===== src/rtl/pmi_consts.svh =====
`ifndef PMI_CONSTS_SVH
`define PMI_CONSTS_SVH
// register byte offsets
`define PMI_OFF_CONTROL   8'h00
`define PMI_OFF_PATTERN   8'h04
`define PMI_OFF_MASK      8'h08
`define PMI_OFF_STATUS    8'h0C
`define PMI_OFF_IRQ_MASK  8'h10
// control field positions
`define PMI_CTL_FLAG      0
`define PMI_CTL_SENSE     1
`define PMI_CTL_ENABLE    2
`define PMI_CTL_IRQ_EN    3
// reset values
`define PMI_PATTERN_RST   8'hFF
`define PMI_MASK_RST      8'h00
`define PMI_CONTROL_RST   4'h0
`define PMI_IRQ_MASK_RST  2'h0
// least persistence: more than six cpu clocks
`define PMI_HOLD_CYCLES   6
`endif


===== src/rtl/pmi_pkg.sv =====
package pmi_pkg;
	// match qualifier states
	typedef enum logic [2:0] {
		st_idle  = 3'b001,
		st_count = 3'b010,
		st_hit   = 3'b100
	} qual_state_t;
endpackage


===== src/rtl/pmi_sync.sv =====
`timescale 1ns/1ps
// two-stage synchroniser for pin levels
module pmi_sync #(
	parameter int WIDTH = 8
) (
	input  wire logic             i_core_clk,
	input  wire logic             i_reset,
	input  wire logic [WIDTH-1:0] i_async,
	output logic      [WIDTH-1:0] o_sync
);
	logic [WIDTH-1:0] meta;       // first stage, read only by second
	logic [WIDTH-1:0] next_meta;
	logic [WIDTH-1:0] next_sync;

	// next values
	always_comb begin
		next_meta = i_async;
		next_sync = meta;
	end

	// registers
	always_ff @(posedge i_core_clk) begin
		if (i_reset) begin
			meta   <= '0;
			o_sync <= '0;
		end else begin
			meta   <= next_meta;
			o_sync <= next_sync;
		end
	end
endmodule


===== src/rtl/pmi_qualify.sv =====
`timescale 1ns/1ps
`include "pmi_consts.svh"
// persistence filter: pulses once a level holds longer than HOLD cycles
module pmi_qualify
	import pmi_pkg::*;
#(
	parameter int HOLD = `PMI_HOLD_CYCLES
) (
	input  wire logic i_core_clk,
	input  wire logic i_reset,
	input  wire logic i_cond,
	output logic      o_hit
);
	qual_state_t state;       // current state
	qual_state_t next_state;
	logic [7:0]  count;       // cycles the condition has held
	logic [7:0]  next_count;

	// next state; hit fires once per continuous match
	always_comb begin
		next_state = state;
		next_count = count;
		o_hit      = 1'b0;
		case (state)
			st_idle: begin
				next_count = 8'h01;
				if (i_cond) begin
					next_state = st_count;
				end
			end
			st_count: begin
				if (!i_cond) begin
					next_state = st_idle; // short match dropped
				end else if (count > 8'(HOLD)) begin
					o_hit      = 1'b1; // held more than HOLD clocks
					next_state = st_hit;
				end else begin
					next_count = count + 8'h01;
				end
			end
			st_hit: begin
				if (!i_cond) begin
					next_state = st_idle;
				end
			end
			default: next_state = st_idle;
		endcase
	end

	// registers
	always_ff @(posedge i_core_clk) begin
		if (i_reset) begin
			state <= st_idle;
			count <= 8'h00;
		end else begin
			state <= next_state;
			count <= next_count;
		end
	end
endmodule


===== src/rtl/port_match_irq_unit.sv =====
`timescale 1ns/1ps
`include "pmi_consts.svh"
module port_match_irq_unit
	import pmi_pkg::*;
#(
	parameter int WIDTH = 8
) (
	input  wire logic             i_core_clk,
	input  wire logic             i_reset,
	input  wire logic             i_psel,
	input  wire logic             i_penable,
	input  wire logic             i_pwrite,
	input  wire logic [7:0]       i_paddr,
	input  wire logic [31:0]      i_pwdata,
	output logic      [31:0]      o_prdata,
	output logic                  o_pready,
	output logic                  o_pslverr,
	input  wire logic [WIDTH-1:0] i_port_pins,
	output logic                  o_match_irq,
	output logic                  o_wake,
	output logic                  o_irq
);
	logic [WIDTH-1:0] match_pattern;        // compare value
	logic [WIDTH-1:0] next_match_pattern;
	logic [WIDTH-1:0] pin_match_mask;       // 1 = pin takes part
	logic [WIDTH-1:0] next_pin_match_mask;
	logic [3:0]       match_control;        // flag, sense, enable, irq enable
	logic [3:0]       next_match_control;
	logic [1:0]       irq_status;           // sticky: 0 match, 1 wake
	logic [1:0]       next_irq_status;
	logic [1:0]       irq_mask;             // 1 = event drives o_irq
	logic [1:0]       next_irq_mask;
	logic [31:0]      next_prdata;
	logic [31:0]      prdata;               // read word, stands until next read
	logic             ack;                  // access seen, ready this cycle
	logic             next_ack;
	logic             access;               // apb access phase, any offset
	logic             capture;              // first access cycle of a read
	logic [WIDTH-1:0] port_sync;            // synchronised port levels
	logic             port_equal;           // unmasked bits equal pattern
	logic             cond;                 // selected comparison true
	logic             hit;                  // qualified match pulse
	logic             wr;                   // write strobe
	logic             rd;                   // read strobe
	logic             addr_ok;              // mapped address
	logic             match_flag;
	logic             compare_sense_select;
	logic             unit_enable;
	logic             flag_irq_enable;

	assign match_flag           = match_control[`PMI_CTL_FLAG];
	assign compare_sense_select = match_control[`PMI_CTL_SENSE];
	assign unit_enable          = match_control[`PMI_CTL_ENABLE];
	assign flag_irq_enable      = match_control[`PMI_CTL_IRQ_EN];

	// pins come from outside, two flops before any logic
	pmi_sync #(.WIDTH(WIDTH)) u_sync (
		.i_core_clk (i_core_clk),
		.i_reset    (i_reset),
		.i_async    (i_port_pins),
		.o_sync     (port_sync)
	);

	// comparison; with all-ones pattern and not-equal any unmasked low key hits
	always_comb begin
		port_equal = ((port_sync ^ match_pattern) & pin_match_mask) == '0;
		cond = unit_enable && (compare_sense_select ? !port_equal : port_equal);
	end

	// persistence filter on the cpu clock; short glitches never set the flag
	pmi_qualify #(.HOLD(`PMI_HOLD_CYCLES)) u_qual (
		.i_core_clk (i_core_clk),
		.i_reset    (i_reset),
		.i_cond     (cond),
		.o_hit      (hit)
	);

	// apb decode: one wait state, so read data can leave from a flop;
	// error only on unmapped offsets, given together with ready
	always_comb begin
		addr_ok = (i_paddr == `PMI_OFF_CONTROL) || (i_paddr == `PMI_OFF_PATTERN)
			|| (i_paddr == `PMI_OFF_MASK) || (i_paddr == `PMI_OFF_STATUS)
			|| (i_paddr == `PMI_OFF_IRQ_MASK);
		access    = i_psel && i_penable;         // access phase, any offset
		capture   = access && !ack && !i_pwrite; // read word sampled here
		next_ack  = access && !ack;              // ready follows one cycle later
		// writes and read side effects land only on the ready edge
		wr        = access && ack && i_pwrite && addr_ok;
		rd        = access && ack && !i_pwrite && addr_ok;
		o_pready  = ack;
		o_pslverr = access && ack && !addr_ok;
	end

	// register next values
	always_comb begin
		next_match_pattern  = match_pattern;
		next_pin_match_mask = pin_match_mask;
		next_match_control  = match_control;
		next_irq_mask       = irq_mask;
		next_irq_status     = irq_status;
		if (wr && i_paddr == `PMI_OFF_PATTERN) begin
			next_match_pattern = i_pwdata[WIDTH-1:0];
		end
		if (wr && i_paddr == `PMI_OFF_MASK) begin
			next_pin_match_mask = i_pwdata[WIDTH-1:0];
		end
		if (wr && i_paddr == `PMI_OFF_IRQ_MASK) begin
			next_irq_mask = i_pwdata[1:0];
		end
		if (wr && i_paddr == `PMI_OFF_CONTROL) begin
			// flag can only be cleared by writing zero, never set by software
			next_match_control[3:1] = i_pwdata[3:1];
			if (!i_pwdata[`PMI_CTL_FLAG]) begin
				next_match_control[`PMI_CTL_FLAG] = 1'b0;
			end
		end
		// hardware set beats a simultaneous software clear
		if (hit) begin
			next_match_control[`PMI_CTL_FLAG] = 1'b1;
		end
		// status clears on read, new events win over the clear; only the bits
		// the reader was shown are cleared, so an event in the wait state stays
		if (rd && i_paddr == `PMI_OFF_STATUS) begin
			next_irq_status = irq_status & ~prdata[1:0];
		end
		if (hit) begin
			next_irq_status[0] = 1'b1;
		end
		if (hit && flag_irq_enable) begin
			next_irq_status[1] = 1'b1;
		end
	end

	// read mux; the word is caught on the first access edge and then stands
	always_comb begin
		next_prdata = prdata; // hold between reads
		if (capture) begin
			next_prdata = 32'h0000_0000; // unused upper bits read zero
			case (i_paddr)
				`PMI_OFF_CONTROL:  next_prdata[3:0] = match_control;
				`PMI_OFF_PATTERN:  next_prdata[WIDTH-1:0] = match_pattern;
				`PMI_OFF_MASK:     next_prdata[WIDTH-1:0] = pin_match_mask;
				`PMI_OFF_STATUS:   next_prdata[1:0] = irq_status;
				`PMI_OFF_IRQ_MASK: next_prdata[1:0] = irq_mask;
				default:           next_prdata = 32'h0000_0000; // unmapped reads zero
			endcase
		end
	end

	// registers only; reset gives the power-on defaults
	always_ff @(posedge i_core_clk) begin
		if (i_reset) begin
			match_pattern  <= `PMI_PATTERN_RST;
			pin_match_mask <= `PMI_MASK_RST;
			match_control  <= `PMI_CONTROL_RST;
			irq_status     <= 2'b00;
			irq_mask       <= `PMI_IRQ_MASK_RST;
			prdata         <= 32'h0000_0000;
			ack            <= 1'b0;
		end else begin
			match_pattern  <= next_match_pattern;
			pin_match_mask <= next_pin_match_mask;
			match_control  <= next_match_control;
			irq_status     <= next_irq_status;
			irq_mask       <= next_irq_mask;
			prdata         <= next_prdata;
			ack            <= next_ack;
		end
	end

	// read data straight from its flop; costs the one wait state
	always_comb begin
		o_prdata = prdata;
	end

	// interrupt outputs; wake is a level usable with clocks stopped elsewhere
	always_comb begin
		o_match_irq = match_flag && flag_irq_enable;
		o_wake      = match_flag && flag_irq_enable;
		o_irq       = |(irq_status & irq_mask);
	end

	a_flag_needs_hold: assert property (@(posedge i_core_clk) disable iff (i_reset)
		$rose(match_flag) |-> $past(cond, 1) && $past(cond, 7))
		else $error("flag set without persistent match");
	a_flag_sticky: assert property (@(posedge i_core_clk) disable iff (i_reset)
		match_flag && !(wr && i_paddr == `PMI_OFF_CONTROL) |=> match_flag)
		else $error("flag dropped without software write");
	a_irq_gated: assert property (@(posedge i_core_clk) disable iff (i_reset)
		o_match_irq |-> flag_irq_enable && match_flag)
		else $error("match irq without enable");
	// counted from the start of a run: a clear inside a run is not re-armed
	a_hold_sets: assert property (@(posedge i_core_clk) disable iff (i_reset)
		!cond ##1 cond [*8] |=> match_flag)
		else $error("persistent match did not set flag");
	a_short_ignored: assert property (@(posedge i_core_clk) disable iff (i_reset)
		!match_flag && !cond ##1 cond [*3] ##1 !cond |=> !match_flag)
		else $error("short match set flag");
	a_sense_equal: assert property (@(posedge i_core_clk) disable iff (i_reset)
		unit_enable && !compare_sense_select |-> cond == port_equal)
		else $error("equal sense wrong");
	a_mask_excl: assert property (@(posedge i_core_clk) disable iff (i_reset)
		pin_match_mask == '0 |-> port_equal)
		else $error("masked pins affected compare");
	a_wake_level: assert property (@(posedge i_core_clk) disable iff (i_reset)
		$rose(match_flag) && flag_irq_enable |-> o_wake)
		else $error("no wake on enabled match");

	// ready answers the access one cycle late
	a_ready_wait: assert property (@(posedge i_core_clk) disable iff (i_reset)
		access && !o_pready |=> o_pready)
		else $error("ready did not follow access");
	// ready lasts a single cycle, so no write lands twice
	a_ready_single: assert property (@(posedge i_core_clk) disable iff (i_reset)
		o_pready |=> !o_pready)
		else $error("ready held over two cycles");
	// read word stands between captures
	a_read_stands: assert property (@(posedge i_core_clk) disable iff (i_reset)
		!capture |=> $stable(o_prdata))
		else $error("read data moved outside a capture");
	// a status read clears exactly the bits it returned
	a_status_clear: assert property (@(posedge i_core_clk) disable iff (i_reset)
		rd && i_paddr == `PMI_OFF_STATUS && !hit
			|=> (irq_status & o_prdata[1:0]) == 2'b00)
		else $error("status bits survived their read");

	// not-equal sense inverts the compare
	a_sense_noteq: assert property (@(posedge i_core_clk) disable iff (i_reset)
		unit_enable && compare_sense_select |-> cond == !port_equal)
		else $error("not-equal sense wrong");
	// sense and enable change only by a control write
	a_sense_kept: assert property (@(posedge i_core_clk) disable iff (i_reset)
		!(wr && i_paddr == `PMI_OFF_CONTROL)
			|=> $stable(compare_sense_select) && $stable(unit_enable))
		else $error("sense changed without write");
	// nothing is qualified while the unit is off
	a_inactive_quiet: assert property (@(posedge i_core_clk) disable iff (i_reset)
		!unit_enable |-> !cond && !hit)
		else $error("match while unit inactive");
	// a qualified match sets flag and status together
	a_hit_sets: assert property (@(posedge i_core_clk) disable iff (i_reset)
		hit |=> match_flag && irq_status[0])
		else $error("qualified match lost");
	// status event bit only leaves through a read
	a_status_sticky: assert property (@(posedge i_core_clk) disable iff (i_reset)
		irq_status[0] && !rd |=> irq_status[0])
		else $error("status dropped without read");

	// keypad setup: any unmasked low pin counts
	a_keypad_any: assert property (@(posedge i_core_clk) disable iff (i_reset)
		unit_enable && compare_sense_select && (&match_pattern)
			&& (pin_match_mask & ~port_sync) != '0 |-> cond)
		else $error("low key not seen in keypad setup");
	// equal whenever the unmasked bits agree
	a_mask_compare: assert property (@(posedge i_core_clk) disable iff (i_reset)
		(port_sync & pin_match_mask) == (match_pattern & pin_match_mask) |-> port_equal)
		else $error("unmasked agreement not equal");
	// unequal whenever an unmasked bit differs
	a_mask_differ: assert property (@(posedge i_core_clk) disable iff (i_reset)
		(port_sync & pin_match_mask) != (match_pattern & pin_match_mask) |-> !port_equal)
		else $error("unmasked difference missed");
	// mask changes only by its own write
	a_mask_kept: assert property (@(posedge i_core_clk) disable iff (i_reset)
		!(wr && i_paddr == `PMI_OFF_MASK) |=> $stable(pin_match_mask))
		else $error("mask changed without write");
	// pattern changes only by its own write
	a_pattern_kept: assert property (@(posedge i_core_clk) disable iff (i_reset)
		!(wr && i_paddr == `PMI_OFF_PATTERN) |=> $stable(match_pattern))
		else $error("pattern changed without write");

	// one pulse per continuous match
	a_hit_once: assert property (@(posedge i_core_clk) disable iff (i_reset)
		hit |=> !hit)
		else $error("match qualified twice");
	// software can never set the flag
	a_no_soft_set: assert property (@(posedge i_core_clk) disable iff (i_reset)
		!match_flag && !hit |=> !match_flag)
		else $error("flag set without match");
	// writing zero clears unless a match lands at once
	a_flag_clears: assert property (@(posedge i_core_clk) disable iff (i_reset)
		wr && i_paddr == `PMI_OFF_CONTROL && !i_pwdata[`PMI_CTL_FLAG] && !hit
			|=> !match_flag)
		else $error("flag not cleared by zero write");

	// interrupt enable rises only through a control write
	a_enable_kept: assert property (@(posedge i_core_clk) disable iff (i_reset)
		!flag_irq_enable && !(wr && i_paddr == `PMI_OFF_CONTROL) |=> !o_match_irq)
		else $error("match irq without enable write");
	// enabled match raises the request and its status bit
	a_enabled_event: assert property (@(posedge i_core_clk) disable iff (i_reset)
		hit && flag_irq_enable && !wr |=> irq_status[1] && o_match_irq)
		else $error("enabled match gave no request");
	// no wake without the interrupt enable
	a_wake_gated: assert property (@(posedge i_core_clk) disable iff (i_reset)
		!flag_irq_enable |-> !o_wake && !o_match_irq)
		else $error("wake without enable");
	// shared interrupt silent with every source masked
	a_irq_masked: assert property (@(posedge i_core_clk) disable iff (i_reset)
		irq_mask == 2'b00 |-> !o_irq)
		else $error("irq with all sources masked");
endmodule


===== config.mk =====
export PLATFORM = sky130hd
export DESIGN_NAME = port_match_irq_unit
export DESIGN_NICKNAME = d
export VERILOG_FILES = /design/src/rtl/pmi_pkg.sv /design/src/rtl/pmi_sync.sv /design/src/rtl/pmi_qualify.sv /design/src/rtl/port_match_irq_unit.sv
export VERILOG_INCLUDE_DIRS = /design/src /design/src/rtl
export SDC_FILE = /design/constraint.sdc
export NUM_CORES = 1
export LEC_CHECK = 0
export ABC_AREA = 1
export ABC_CLOCK_PERIOD_IN_PS = 4100
export BUFFER_PORTS_ARGS = -buffer_cell sky130_fd_sc_hd__buf_2
export CORE_UTILIZATION = 30
export DETAILED_ROUTE_END_ITERATION = 16
export HOLD_SLACK_MARGIN = 0.08
export SLEW_MARGIN = 0
export SYNTH_ARGS = -nofsm -noshare
export SYNTH_HDL_FRONTEND = slang
export SYNTH_SLANG_ARGS = --single-unit

===== constraint.sdc =====
create_clock -name i_core_clk -period 4.1 [get_ports i_core_clk]
set_input_delay 0.82 -clock i_core_clk [delete_from_list [all_inputs] [get_ports i_core_clk]]
set_output_delay 0.82 -clock i_core_clk [all_outputs]
set_load 0.02 [all_outputs]

Word-level counts from Yosys, hierarchy flattened
Index checks and enable logic that the tools add are counted.

Flip-flop bits (word level): 60. Input port bits: 53. Output and inout port bits: 37.

Add/sub/neg operators: 1. $lt $le $gt $ge: 1. Equal/unequal tests: 13. Muxes and demuxes: 21. Bitwise gates (word level): 5. Reduce and logical (&&, ||, !) cells: 35.

Operators with widths (number): logical AND 1 bit (17); == test 8 x 4 -> 1 bit, second input constant (2); logical NOT 8 bit (2); two-way mux 8 bit (2); case mux 8 bit (2 select lines) (1); two-way mux 3 bit (4); case mux 2 bit (5 select lines) (1); two-way mux 1 bit (9); case mux 3 bit (3 select lines) (1); adder 8 x 1 -> 8 bit, second input constant (1); AND 8 bit (1); == test 8 x 3 -> 1 bit, second input constant (1); == test 8 x 5 -> 1 bit, second input constant (1); greater-than comparator 8 x 3 -> 1 bit, second input constant (1); case mux 4 bit (2 select lines) (1); nonzero test 2 bit (4); bitwise XOR 8 bit (1); inequality test 2 x 1 -> 1 bit, second input constant (3); case mux 2 bit (3 select lines) (1); AND reduction 3 bit (2); AND 2 bit (2); logical NOT 1 bit (4); logical OR 1 bit (4); inequality test 2 bit, second input constant (2); other kinds (8) (8).

Logic depth before layout (Yosys ltp)
Depth in word-level cells: 10. Gate-level depth with buffers: 13.

Modules after synthesis
Synthesis repeated with hierarchy kept, for this count alone.

Cell total of the unflattened synthesis: 445. Area total of the unflattened synthesis: 3131.8 um^2.

Modules (own cells, without submodules): port_match_irq_unit (times used 1, cells an instance 329, area each 2077.0 um^2, sequential area each 660.6 um^2); pmi_qualify (times used 1, cells an instance 66, area each 580.6 um^2, sequential area each 220.2 um^2); pmi_sync (times used 1, cells an instance 50, area each 474.2 um^2, sequential area each 320.3 um^2).

Worst setup path before layout
OpenSTA, ideal clock, no wires.

Kind: input port to output port. Start point: input i_paddr[1]. End point: output o_pslverr. Arrival time: 1.595 ns. Required time: 3.280 ns. Setup slack: 1.685 ns. Cell stages on the path: 5. Path buffers: 0. Cell sequence: or2_4 > nor3_4 > nand4_2 > nand2_4 > nor2_1.

Cells in the longest elaborated chain, start to end: 7.

RTL lines: start: declaration (line port_match_irq_unit.sv:13) `input wire logic [7:0] i_paddr,`; == test 8 x 3 -> 1 bit / logical NOT 8 bit (equally long branches); logical OR 1 bit (3 in series) (line port_match_irq_unit.sv:81) `` addr_ok = (i_paddr == `PMI_OFF_CONTROL) || (i_paddr == `PMI_OFF_PATTERN) ``; logical OR 1 bit (*) (line port_match_irq_unit.sv:81); logical NOT 1 bit (*) (line port_match_irq_unit.sv:91) `o_pslverr = access && ack && !addr_ok;`; logical AND 1 bit (*) (line port_match_irq_unit.sv:91); end: declaration (line port_match_irq_unit.sv:17) `output logic o_pslverr,`.

Mark *: on every way between the ends. The rest lies on a longest branch, timed or not.

Worst setup path after layout
Ends and elaborated chain as after synthesis.

==> metrics.md <==
| Metric | Value |
|---|---|
| Worst Skew | 0.00443 ns |
| Post-synth design cell area | 0.00293 mm^2 |
| Port Buffers | 41 |
| Post-synth top area share | 41.0% |
| Sequential cell area | 0.00120 mm^2 |
| Max Cap Violations | 0 |
| Worst Path Required | 3.28 ns |
| Post-DP HPWL | 4450 um |
| H-Tree Level Count | 3 |
| Max Clk Rate | 0.368 GHz |
| Final setup viols | 0 |
| CP startpoint kind | input pin |
| Cell taking the most area after synthesis | dfxtp_1 |
| Nets | 487 |
| Largest net degree at the start of global routing | 40 |
| Finished Core Util | 35.7% |
| Slew HR | 45.7% |
| Starting DRT DRC Count | 91 |
| Leakage power | 1.56 nW |
| Reg power frac | 49.4% |
| First-pass GRT wire length | 10300 um |
| Die height | 101 um |
| Synth Warn # | 0 |
| DRT Wirelength | 6180 um |
| Cts repair resizes | 0 |
| Routed wire per std cell | 10.9 um |
| Clk Latency, worst-skew pair | 0.33 ns |
| Initial antenna violation count | 1 |
| Vias in the first global route | 2229 |
| Area grow syn2layout | 14.2% |
| Setup TNS Final | 0 ns |
| Num rows | 35 |
| Minimum clock period | 2.72 ns |
| Status | finished, final reports clean |
| Netlist cell types | 38 |
| Clock Sinks | 60 |
| PwrDens | 366 mW/mm^2 |
| Clk slew on worst S/H paths | 0.06 ns |
| CTS Buffer Depth | 2 |
| Die area | 0.0102 mm^2 |
| CP Class | in -> out |
| Total number of vias | 2413 |
| Switching pwr | 0.317 mW |
| Synth top area cells | dfxtp_1 41%, nand2_1 8.7%, inv_1 8.5%, buf_4 6.4%, a21oi_1 5.3% |
| GRT overflow | 0 |
| Unrepaired setup endpoints after global routing | false |
| Remaining DRCs | 0 |
| Core area | 0.00937 mm^2 |
| Total Routing Usage GR | 13.2% |
| Post-synth EDFFs | 0 |
| Least-Margin Pin Slew | 0.814 ns |
| Drt pass-1 iters | 4 |
| Comb power frac | 9.1% |
| Predominant post-synthesis flop cell | dfxtp_1 |
| Fill cells | 1003 |
| Initial core utilization | 31.3% |
| Hold buffers post-CTS | 0 |
| Worst hold path class | reg -> reg |
| Period utilization | 66.3% |
| Die Width | 101 um |
| Final RePlAce weighted congestion | 0.761 |
| Setup crit end kind | output port |
| Layout cell share with drive strength beyond 1 | 19.7% |
| Root buffer cell | clkbuf_8 |
| Yosys reg bits | 60 |
| Vias/cell | 4.26 |
| Post-CTS Setup Inserts | 0 |
| Worst Path Arrival | 1.90 ns |
| Fin. Hold Viols | 0 |
| TritonCTS Buffers | 9 |
| I/O pin count | 90 |
| Hold_ws | 0.402 ns |
| Crit Path Max Fanout | 4 |
| Asr flop ratio synth | 0% |
| Seq/Total Area, Yosys | 41.0% |
| Clock power frac | 41.5% |
| Max-slew violations | 0 |
| Antenna Violating Nets Remaining | 0 |
| Avg Inst Size Synth | 7.56 um^2 |
| Internal power | 0.908 mW |
| CTS tree | built |
| Max VDD drop | 0.129 mV |
| Synthesized instance count | 388 |
| Switching Share | 25.9% |
| Multi-input gate area | 0.00132 mm^2 |
| R2r setup slk | 2.33 ns |
metal layers:
layer	up-vias	track usage, %	share of wire [%]	wire length (um)
met1	1047	16.9	48	2950
met4	0	6.69	1.3	79
met2	83	20.3	44	2700
met3	7	3.81	7.4	456
met5	-	0	0	0
li1	1276	-	-	-
power by group through the flow:
stage	combinational (mW)	sequential, mW	clock, mW
floorplan	0.0925	0.621	0
global placement	0.110	0.618	0
detailed placement	0.112	0.619	0
CTS	0.113	0.605	0.522
global route	0.127	0.606	0.549
finish	0.112	0.605	0.508
critical path, stage by stage:
cell,delay (ns)
buf_2,0.10
or2_4,0.27
nor3_4,0.15
nand4_2,0.19
nand2_4,0.16
nor2_1,0.05
buf_2,0.16
area by class of cell:
class	count	share of cell area (%)
Antenna cell	1	0.0748
Clock buffer	11	3.93
Clock inverter	5	1.57
Inverter	70	7.85
Multi-Input combinational cell	249	39.5
Sequential cell	60	35.9
Tap cell	129	4.82
Timing Repair Buffer	42	6.36
cells by family after synthesis:
family	after synthesis	share of synthesized area, %
DFF	60	41.0
adders and majority gates	2	0.853
buffers and inverters	102	16.9
other	1	0.128
xor gates and xnor gates	1	0.299
AOI/OAI and AO/OA	74	15.8
and+or+nand+nor	148	25.1
state kept, by name, summed over array words and instances (netlist names):
| name | flops |
|---|---|
| u_sync.o_sync | 8 |
| match_control | 4 |
| pin_match_mask | 8 |
| match_pattern | 8 |
| o_pready | 1 |
| o_prdata | 8 |
| u_qual.count | 8 |
| u_sync.meta | 8 |
| irq_mask | 2 |
| irq_status | 2 |
| u_qual.state | 3 |
cells in the final DEF (no fill, tap or decap), drive strengths merged, types with 2 or more instances in the layout:
| cell type | synthesis | routed |
|---|---|---|
| nand4 | 3 | 3 |
| or2 | 2 | 2 |
| ha | 2 | 2 |
| nand3 | 23 | 23 |
| o21ai | 24 | 24 |
| inv | 69 | 69 |
| o211ai | 12 | 12 |
| clkinv | 1 | 4 |
| dfxtp | 60 | 60 |
| conb | 1 | 24 |
| o221ai | 2 | 2 |
| nor3 | 8 | 8 |
| buf | 27 | 42 |
| nand2 | 74 | 74 |
| nor2 | 37 | 37 |
| clkbuf | 5 | 11 |
| a21oi | 31 | 31 |
metrics by stage:
| stage | setup WS, ns | area [um^2] | power, mW | instances |
|---|---|---|---|---|
| final | 1.38 | 3350 | 1.22 | 567 |
| after global routing | 1.29 | 3340 | 1.28 | 566 |
| after CTS | 1.38 | 3340 | 1.24 | 566 |
| after detailed placement | 1.38 | 3160 | 0.730 | 550 |
| after global placement | 1.41 | 3160 | 0.728 | 550 |
| after floorplan | 1.68 | 3020 | 0.713 | 411 |
cells in the mapped netlist (4+ instances only):
cell type  count
nor3_1         5
clkbuf_1       5
nor2_1        31
o211ai_2       8
nand2_2        4
nand3_1       23
dfxtp_1       60
inv_1         66
buf_4         25
a21oi_1       31
nand2_1       68
o211ai_1       4
o21ai_0       24
worst paths after layout:
path,depth (start not counted),end,startpoint
worst min register to register,2,u_sync.o_sync[4],u_sync.meta[4]
worst max-delay path,7,o_pslverr,i_paddr[1]
worst max register to register,12,u_qual.count[2],match_pattern[5]
worst min-delay path,2,u_sync.o_sync[4],u_sync.meta[4]
Power figures use the tool's default switching activity.
